File: config.mk
export PLATFORM = sky130hd
export DESIGN_NAME = fskm_core
export DESIGN_NICKNAME = d
export VERILOG_FILES = /design/src/fskm_pkg.sv /design/src/fskm_sine_rom.sv /design/src/fskm_tone_div.sv /design/src/fskm_core.sv
export VERILOG_INCLUDE_DIRS = /design/src /design/src/src
export SDC_FILE = /design/constraint.sdc
export NUM_CORES = 1
export LEC_CHECK = 0
export BUFFER_PORTS_ARGS = -buffer_cell sky130_fd_sc_hd__buf_2
export CAP_MARGIN = 20
export CELL_PAD_IN_SITES_DETAIL_PLACEMENT = 1
export CELL_PAD_IN_SITES_GLOBAL_PLACEMENT = 1
export CORE_MARGIN = 4
export CORE_UTILIZATION = 49
export CTS_CLUSTER_DIAMETER = 200
export DETAILED_ROUTE_END_ITERATION = 10
export GPL_ROUTABILITY_DRIVEN = 0
export PLACE_DENSITY_LB_ADDON = 0.1
export REMOVE_ABC_BUFFERS = 1
export SYNTH_ARGS = -nofsm -noshare
export SYNTH_HDL_FRONTEND = slang
export SYNTH_HIERARCHICAL = 1
export SYNTH_SLANG_ARGS = --single-unit
File: constraint.sdc
create_clock -name CORE_CLK -period 6.4 [get_ports CORE_CLK]
set_clock_uncertainty 0.1 [all_clocks]
set_input_delay 1.28 -clock CORE_CLK [delete_from_list [all_inputs] [get_ports CORE_CLK]]
set_output_delay 1.28 -clock CORE_CLK [all_outputs]
set_load 0.05 [all_outputs]
File: src/fskm_defs.svh
// Constants of the FSK modem core: rates, tones, register map, fields, reset values
`ifndef FSKM_DEFS_SVH
`define FSKM_DEFS_SVH

// Master clock and derived rates
`define FSKM_CLK_HZ 100000000
`define FSKM_STEPS_PER_CYCLE 16
`define FSKM_DIV(f) (`FSKM_CLK_HZ / (`FSKM_STEPS_PER_CYCLE * (f)))
`define FSKM_TICK_HZ 1000
`define FSKM_TICK_DIV (`FSKM_CLK_HZ / `FSKM_TICK_HZ)

// Standard tone frequencies in Hz
`define FSKM_F_ORIG_MARK 1270
`define FSKM_F_ORIG_SPACE 1070
`define FSKM_F_ANS_MARK 2225
`define FSKM_F_ANS_SPACE 2025

// Register word addresses
`define FSKM_ADDR_STATUS 4'h0
`define FSKM_ADDR_MASK 4'h1
`define FSKM_ADDR_THRESH 4'h2
`define FSKM_ADDR_DELAY 4'h3
`define FSKM_ADDR_STATE 4'h4

// Status and mask bit positions
`define FSKM_EV_CARRIER_ON 0
`define FSKM_EV_CARRIER_OFF 1
`define FSKM_EV_RX_EDGE 2
`define FSKM_EV_W 3

// Reset values and fixed codes
`define FSKM_THRESH_RST 8'h40
`define FSKM_DELAY_RST 8'h0A
`define FSKM_MASK_RST 3'h0
`define FSKM_DAC_MID 8'h80

`endif

File: src/fskm_pkg.sv
// Types shared by the FSK modem core
package fskm_pkg;

  // Operating modes of the control logic
  typedef enum logic [1:0] {
    FSKM_PWRDN = 2'b00,
    FSKM_ORIG = 2'b01,
    FSKM_ANS = 2'b10,
    FSKM_LOOP = 2'b11
  } fskm_mode_t;

  // Whole state of the core
  typedef struct packed {
    fskm_mode_t mode;
    logic [3:0] phase;
    logic [16:0] tick_cnt;
    logic tick_ms;
    logic [7:0] cd_cnt;
    logic cd_found;
    logic rx_bit;
    logic [2:0] status;
    logic [2:0] mask;
    logic [7:0] thresh;
    logic [7:0] delay;
    logic [7:0] rdata;
    logic [7:0] dac;
    logic drv_en;
  } fskm_state_t;

endpackage

File: src/fskm_sine_rom.sv
// Sixteen-entry sine lookup with registered read data
`timescale 1ns/1ps
module fskm_sine_rom import fskm_pkg::*; (
  // Clock and reset
  input wire logic clk,
  input wire logic rst,
  // Lookup
  input wire logic [3:0] addr,
  output logic [7:0] data
);

  typedef struct packed {
    logic [7:0] data;
  } fskm_rom_state_t;

  fskm_rom_state_t st_reg;
  fskm_rom_state_t st_next;

  // Staircase sine table, midscale offset
  always_comb begin
    st_next = st_reg;
    case (addr)
      4'h0: st_next.data = 8'h80;
      4'h1: st_next.data = 8'hB0;
      4'h2: st_next.data = 8'hDA;
      4'h3: st_next.data = 8'hF5;
      4'h4: st_next.data = 8'hFF;
      4'h5: st_next.data = 8'hF5;
      4'h6: st_next.data = 8'hDA;
      4'h7: st_next.data = 8'hB0;
      4'h8: st_next.data = 8'h80;
      4'h9: st_next.data = 8'h4F;
      4'hA: st_next.data = 8'h25;
      4'hB: st_next.data = 8'h0A;
      4'hC: st_next.data = 8'h01;
      4'hD: st_next.data = 8'h0A;
      4'hE: st_next.data = 8'h25;
      4'hF: st_next.data = 8'h4F;
      default: st_next.data = 8'h80;
    endcase
  end

  // Output register
  always_ff @(posedge clk or posedge rst) begin
    if (rst) begin
      st_reg <= '0;
    end else begin
      st_reg <= st_next;
    end
  end

  assign data = st_reg.data;

endmodule // fskm_sine_rom

File: src/fskm_tone_div.sv
// Programmable tone divider, divisor taken only at terminal count
`timescale 1ns/1ps
module fskm_tone_div import fskm_pkg::*; #(
  parameter int DIV_W = 13
) (
  // Clock and reset
  input wire logic clk,
  input wire logic rst,
  // Control
  input wire logic run,
  input wire logic [DIV_W-1:0] divisor,
  // Step enable at sixteen times the tone
  output logic tick
);

  typedef struct packed {
    logic [DIV_W-1:0] cnt;
    logic [DIV_W-1:0] div;
    logic tick;
  } fskm_div_state_t;

  fskm_div_state_t st_reg;
  fskm_div_state_t st_next;

  // Count down; reload with the divisor seen at terminal count
  always_comb begin
    st_next = st_reg;
    st_next.tick = 1'b0;
    if (run) begin
      if (st_reg.cnt == '0) begin
        st_next.tick = 1'b1;
        st_next.div = divisor;
        st_next.cnt = divisor - DIV_W'(1);
      end else begin
        st_next.cnt = st_reg.cnt - DIV_W'(1);
      end
    end
  end

  // State register
  always_ff @(posedge clk or posedge rst) begin
    if (rst) begin
      st_reg <= '0;
    end else begin
      st_reg <= st_next;
    end
  end

  assign tick = st_reg.tick;
endmodule // fskm_tone_div

File: src/fskm_core.sv
// FSK modem digital core: tone synthesizer, mode control, carrier qualify, registers
//
// Operation
// - Transmit bit level steers tone, no bit clock
// - All timing derived from one master clock
// - Transmit bit and mode pick divider divisor
// - Divider ticks at sixteen times tone frequency
// - Tick advances four-bit phase counter, sixteen slots
// - Sine table maps phase to DAC code
// - Phase count kept across frequency changes
// - Mode pins select originate, answer, loopback
// - Squelch input silences line driver output
// - Loopback plus squelch together means power-down
// - Receive passband follows selected mode
// - Carrier found low after programmable qualify delay
// - Receive bit from mark versus space energy
// - Control sequences modes, divider supplies clocks
//
// The placing of the registers and the address-and-strobe port are this design's own decisions.
`timescale 1ns/1ps
`include "fskm_defs.svh"
module fskm_core import fskm_pkg::*; #(
  parameter int DIV_W = 13,
  parameter logic [DIV_W-1:0] DIV_ORIG_MARK = DIV_W'(`FSKM_DIV(`FSKM_F_ORIG_MARK)),
  parameter logic [DIV_W-1:0] DIV_ORIG_SPACE = DIV_W'(`FSKM_DIV(`FSKM_F_ORIG_SPACE)),
  parameter logic [DIV_W-1:0] DIV_ANS_MARK = DIV_W'(`FSKM_DIV(`FSKM_F_ANS_MARK)),
  parameter logic [DIV_W-1:0] DIV_ANS_SPACE = DIV_W'(`FSKM_DIV(`FSKM_F_ANS_SPACE)),
  parameter logic [16:0] TICK_DIV = 17'(`FSKM_TICK_DIV)
) (
  // Clock and reset
  input wire logic CORE_CLK,
  input wire logic RST,
  // Host mode and data pins
  input wire logic TXD,
  input wire logic ORIG_ANS,
  input wire logic LOOPBACK_SEL,
  input wire logic TX_SQUELCH,
  // Register port
  input wire logic [3:0] ADDR,
  input wire logic [7:0] WDATA,
  input wire logic WR,
  input wire logic RD,
  output logic [7:0] RDATA,
  // Receive analog measurements
  input wire logic [7:0] RX_LEVEL,
  input wire logic [7:0] RX_MARK_ENERGY,
  input wire logic [7:0] RX_SPACE_ENERGY,
  // Transmit side
  output logic [7:0] DAC_CODE,
  output logic TX_DRIVER_EN,
  // Analog control
  output logic RX_BAND_HIGH,
  output logic LOOPBACK_EN,
  output logic POWER_DOWN,
  // Receive results and interrupt
  output logic CARRIER_FOUND_N,
  output logic RX_DATA,
  output logic IRQ
);

  ////////////////////////////////////////////////////////////////////////////
  // Declarations

  fskm_state_t st_reg;
  fskm_state_t st_next;
  logic [DIV_W-1:0] divisor;
  logic run;
  logic tone_tick;
  logic [7:0] rom_data;
  logic above;
  logic rx_dec;
  logic [2:0] events;
  logic tx_orig;

  ////////////////////////////////////////////////////////////////////////////
  // Tone synthesizer

  // Transmit band: answer end sends high tones
  assign tx_orig = ORIG_ANS;

  // Divisor from transmit level and mode, sampled with no bit clock
  always_comb begin
    if (tx_orig) begin
      divisor = TXD ? DIV_ORIG_MARK : DIV_ORIG_SPACE;
    end else begin
      divisor = TXD ? DIV_ANS_MARK : DIV_ANS_SPACE;
    end
  end

  // Synthesizer halted only in power-down
  assign run = (st_reg.mode != FSKM_PWRDN);

  // Tone step divider
  fskm_tone_div #(
    .DIV_W(DIV_W)
  ) u_div (
    .clk(CORE_CLK),
    .rst(RST),
    .run(run),
    .divisor(divisor),
    .tick(tone_tick)
  );

  // Phase to amplitude lookup
  fskm_sine_rom u_rom (
    .clk(CORE_CLK),
    .rst(RST),
    .addr(st_reg.phase),
    .data(rom_data)
  );

  ////////////////////////////////////////////////////////////////////////////
  // Receive decisions and events

  // Level compare and energy compare
  assign above = (RX_LEVEL > st_reg.thresh);
  assign rx_dec = (RX_MARK_ENERGY >= RX_SPACE_ENERGY);

  ////////////////////////////////////////////////////////////////////////////
  // Next state

  // Mode control, phase, timers, registers
  always_comb begin
    st_next = st_reg;

    // Mode selection from host pins
    if (LOOPBACK_SEL && TX_SQUELCH) begin
      st_next.mode = FSKM_PWRDN;
    end else if (LOOPBACK_SEL) begin
      st_next.mode = FSKM_LOOP;
    end else if (ORIG_ANS) begin
      st_next.mode = FSKM_ORIG;
    end else begin
      st_next.mode = FSKM_ANS;
    end

    // Phase steps only on divider tick
    if (tone_tick) begin
      st_next.phase = st_reg.phase + 4'h1;
    end

    // Millisecond enable for the carrier delay
    st_next.tick_ms = 1'b0;
    if (st_reg.tick_cnt == '0) begin
      st_next.tick_cnt = TICK_DIV - 17'h00001;
      st_next.tick_ms = 1'b1;
    end else begin
      st_next.tick_cnt = st_reg.tick_cnt - 17'h00001;
    end

    // Carrier qualification
    if (!above || st_reg.mode == FSKM_PWRDN) begin
      st_next.cd_cnt = '0;
      st_next.cd_found = 1'b0;
    end else if (st_reg.cd_cnt >= st_reg.delay) begin
      st_next.cd_found = 1'b1;
    end else if (st_reg.tick_ms) begin
      st_next.cd_cnt = st_reg.cd_cnt + 8'h01;
    end

    // Receive bit, held while powered down
    if (st_reg.mode != FSKM_PWRDN) begin
      st_next.rx_bit = rx_dec;
    end

    // Transmit output: silent while squelched or powered down
    if (TX_SQUELCH || st_reg.mode == FSKM_PWRDN) begin
      st_next.dac = `FSKM_DAC_MID;
      st_next.drv_en = 1'b0;
    end else begin
      st_next.dac = rom_data;
      st_next.drv_en = 1'b1;
    end

    // Register writes
    if (WR) begin
      case (ADDR)
        `FSKM_ADDR_MASK: st_next.mask = WDATA[`FSKM_EV_W-1:0];
        `FSKM_ADDR_THRESH: st_next.thresh = WDATA;
        `FSKM_ADDR_DELAY: st_next.delay = WDATA;
        default: st_next.mask = st_reg.mask;
      endcase
    end

    // Register reads, data valid the following cycle only
    st_next.rdata = '0;
    if (RD) begin
      case (ADDR)
        `FSKM_ADDR_STATUS: st_next.rdata = {5'h00, st_reg.status};
        `FSKM_ADDR_MASK: st_next.rdata = {5'h00, st_reg.mask};
        `FSKM_ADDR_THRESH: st_next.rdata = st_reg.thresh;
        `FSKM_ADDR_DELAY: st_next.rdata = st_reg.delay;
        `FSKM_ADDR_STATE: st_next.rdata = {st_reg.phase, st_reg.rx_bit, st_reg.cd_found, st_reg.mode};
        default: st_next.rdata = '0;
      endcase
    end

    // Event pulses, taken here so no loop runs through st_next
    events = '0;
    events[`FSKM_EV_CARRIER_ON] = st_next.cd_found & ~st_reg.cd_found;
    events[`FSKM_EV_CARRIER_OFF] = ~st_next.cd_found & st_reg.cd_found;
    events[`FSKM_EV_RX_EDGE] = st_next.rx_bit ^ st_reg.rx_bit;

    // Sticky status: read clears, new event wins
    if (RD && ADDR == `FSKM_ADDR_STATUS) begin
      st_next.status = events;
    end else begin
      st_next.status = st_reg.status | events;
    end
  end

  ////////////////////////////////////////////////////////////////////////////
  // State register

  // Constant reset values only
  always_ff @(posedge CORE_CLK or posedge RST) begin
    if (RST) begin
      st_reg <= '0;
      st_reg.mode <= FSKM_PWRDN;
      st_reg.mask <= `FSKM_MASK_RST;
      st_reg.thresh <= `FSKM_THRESH_RST;
      st_reg.delay <= `FSKM_DELAY_RST;
      st_reg.dac <= `FSKM_DAC_MID;
    end else begin
      st_reg <= st_next;
    end
  end

  ////////////////////////////////////////////////////////////////////////////
  // Outputs

  // Data from flip-flops, analog controls decoded from mode
  assign RDATA = st_reg.rdata;
  assign DAC_CODE = st_reg.dac;
  assign TX_DRIVER_EN = st_reg.drv_en;
  assign CARRIER_FOUND_N = ~st_reg.cd_found;
  assign RX_DATA = st_reg.rx_bit;
  assign POWER_DOWN = (st_reg.mode == FSKM_PWRDN);
  assign LOOPBACK_EN = (st_reg.mode == FSKM_LOOP);
  // Receive the far end's band; in loopback hear our own band
  assign RX_BAND_HIGH = (st_reg.mode == FSKM_ORIG) || (st_reg.mode == FSKM_LOOP && !ORIG_ANS);
  assign IRQ = |(st_reg.status & st_reg.mask);
endmodule // fskm_core

==> qor.txt <==
Outcome: finished, final reports clean
Crit path largest cell delay: 0.29 ns
Die width: 112.4 µm
Setup_tns: 0 ns
TritonCTS clock tree: yes
Area occupied by registers: 0.002357 mm²
RSZ-0062 raised after global routing: no
CP startpoint kind: input pin
Post-cts gate resize count: 0
Least-Margin Pin Slew: 0.9182 ns
CP Data Required Time: 5.02 ns
Mux share of post-synthesis cell area: 0.07709
Congestion Overflow GR: 0
Sink Count: 94
Starting Density: 0.5104
DR vias/cell: 5.671
Maximum vdd ir drop: 150.9 µV
Gate Count Post-Synth: 521
Tot Pwr: 1.646 mW
Worst min-delay path class: register to register
Max-cap violations: 0
Worst slew margin: 0.3878
Post-CTS setup buffers: 0
Crit Path Max Fanout: 9
Post-synth EDFFs: 0
Adder-cell share of the synthesized area: 0.09138
DIE HEIGHT: 112.4 µm
Total Wirelength: 12670 µm
Fin Hold WS: 0.3624 ns
# rows: 37
Int Pwr: 1.091 mW
Max clock buf depth: 2
Tcrit/Tclk final: 0.5134
Seq cells post-synth: 94
Core box area: 0.01046 mm²
Simple-gate share of the synthesized area: 0.1603
Fin nets: 654
Vias: 4038
Synth Area in XOR/XNOR: 0.03280
Worst EP arrival: 1.91 ns
Synth area leader: dfrtp_1
Clk pwr share: 0.268
Fin crit period: 3.286 ns
Area of the multi-input gates: 0.002587 mm²
Slew Viols, Final: 0
Remaining DRCs: 0
Clock Tree Root: clkbuf_8
CTS H-tree depth: 3
Port Buffers: 66
Post-synthesis sequential area ratio: 0.4414
I/O pin total: 67
Largest net degree at the start of global routing: 74
Final setup fails: 0
Kind of critical path: input pin to primary output
Share of the synthesized area in the top cell type: 0.4217
Synth area leaders: dfrtp_1, ha_1, mux2_2
Clk_lat worst skew: 0.37 ns
Die area: 0.01263 mm²
Endpoint kind of the worst setup timing path: primary output
Leak: 2.798 nW
Hold Vio Cnt, Final: 0
Largest register FFs: 55
Post-Synthesis Cell Area: 0.005340 mm²
Seq pwr share: 0.482
Core Util, Final: 0.5619
Comb pwr share: 0.250
First-pass iteration count of the detailed router: 4
Share of cells above drive strength 1: 0.2378
Vias in the first global route: 4437
CP cell instances: buf_2, a21boi_0, buf_2
FILL cells: 1218
Top cell by count, worst path: buf_2
Slowest-stage cell, CP: buf_2
P_sw: 0.5555 mW
Commonest non-fill, non-tap cell in the layout: dfrtp_1
Hpwl dp: 9765 µm
Power Dens Cells: 280.0 mW/mm²
Drt wl/cell: 17.79 µm
Num CTS Buffers: 9
Peak Freq: 304.3 MHz
Commonest register cell after synthesis: dfrtp_1
Initial antenna violation count: 0
Avg Cell Area, Syn: 10.25 µm²
Largest family of logic cells by synthesized area: simple AND/OR/NAND/NOR gates
GRT Total Usage: 0.2083
Sw Ratio: 0.3375
Antenna Cells: 0
Hold_buf cts: 0
CTS clk-pin slew, worst paths: 0.09 ns
Most frequent cells in the layout: dfrtp_1, buf_2, inv_1
Post-synth ARST share: 1.000
First-pass GRT wire length: 21500 µm
Synthesis Warnings: 6
Drt first-iter violations: 185
Synth unique cells: 67
Detail Route Antenna Nets: 0
Synth Area in Compound Gates: 0.1230
Area growth syn-to-layout: 10.10%
[per-layer routing]
metal	wire length (µm)	track usage	part of all wire	vias to the layer above
li1	-	-	-	1922
met1	5411	0.2582	0.43	2038
met2	6694	0.3667	0.53	68
met3	417	0.03019	0.033	10
met4	144	0.08013	0.011	0
met5	0	0	0	-
[through the flow]
stage / area [µm²] / instances / setup WS (ns)
2_1_floorplan: 5135 / 491 / 2.624
3_3_place_gp: 5650 / 695 / 3.092
3_5_place_dp: 5650 / 695 / 2.942
4_1_cts: 5874 / 711 / 3.100
5_1_grt: 5879 / 712 / 3.066
6_report: 5879 / 712 / 3.114
[cells by family after synthesis]
logic type,count (synthesis)
xor+xnor,20
buf+inv,78
mux,37
compound gates,98
fa+ha+maj,39
simple gates,155
flops,94
[power by group through the flow]
| stage | Clock [mW] | Sequential (mW) | Combinational, mW |
|---|---|---|---|
| floorplan | 0 | 0.782 | 0.292 |
| global placement | 0 | 0.800 | 0.390 |
| detailed placement | 0 | 0.803 | 0.413 |
| CTS | 0.452 | 0.793 | 0.415 |
| global route | 0.480 | 0.807 | 0.465 |
| finish | 0.442 | 0.793 | 0.411 |
[critical path, delay by kind of cell]
family,cells,cell delay (ns)
AO/OA/AOI/OAI,1,0.17
buffers and inverters,2,0.45
[layout make-up]
class	count	share of cell area
Clock buffer	11	0.02405
Clock inverter	5	0.01405
Multi-Input combinational cell	349	0.4401
Sequential cell	94	0.4009
Inverter	48	0.03235
Timing Repair Buffer	69	0.05959
Tap cell	136	0.02894
[synth_stat cells (3+ instances only)]
cell type  number
mux2_2         23
nand3_1         9
or2_2           4
nor2b_1         5
a222oi_1        6
clkbuf_1        7
dfrtp_1        90
mux2i_1        13
nand2_1        27
or4_1           7
nor4_1          4
nor2_2          6
xnor2_1        12
o22ai_1         3
o21ai_0        15
ha_1           39
buf_6           3
o22a_1          3
nand4_1         5
and3_1          4
nand2b_1        3
o21a_1          7
buf_4          18
nor3_1         16
and2_1         12
nor2_1         34
a211oi_1        3
or4_4           3
inv_1          46
xor2_1          8
dfstp_2         4
o31ai_1         9
a21oi_1        30
[path summary, 6_finish.rpt]
kind	from	endpoint	slack, ns	depth (start not counted)
setup / recovery	ORIG_ANS	RX_BAND_HIGH	3.11	3
hold / removal	u_rom/data[7]	DAC_CODE[7]	0.36	1
setup reg to reg	u_div/st_reg[23]	u_div/st_reg[26]	3.76	10
hold reg to reg	u_rom/data[7]	DAC_CODE[7]	0.36	1
max in group asynchronous	RST	st_reg[72]	4.50	3
min in group asynchronous	RST	u_rom/data[7]	0.76	2
Power figures use the tool's default switching activity.
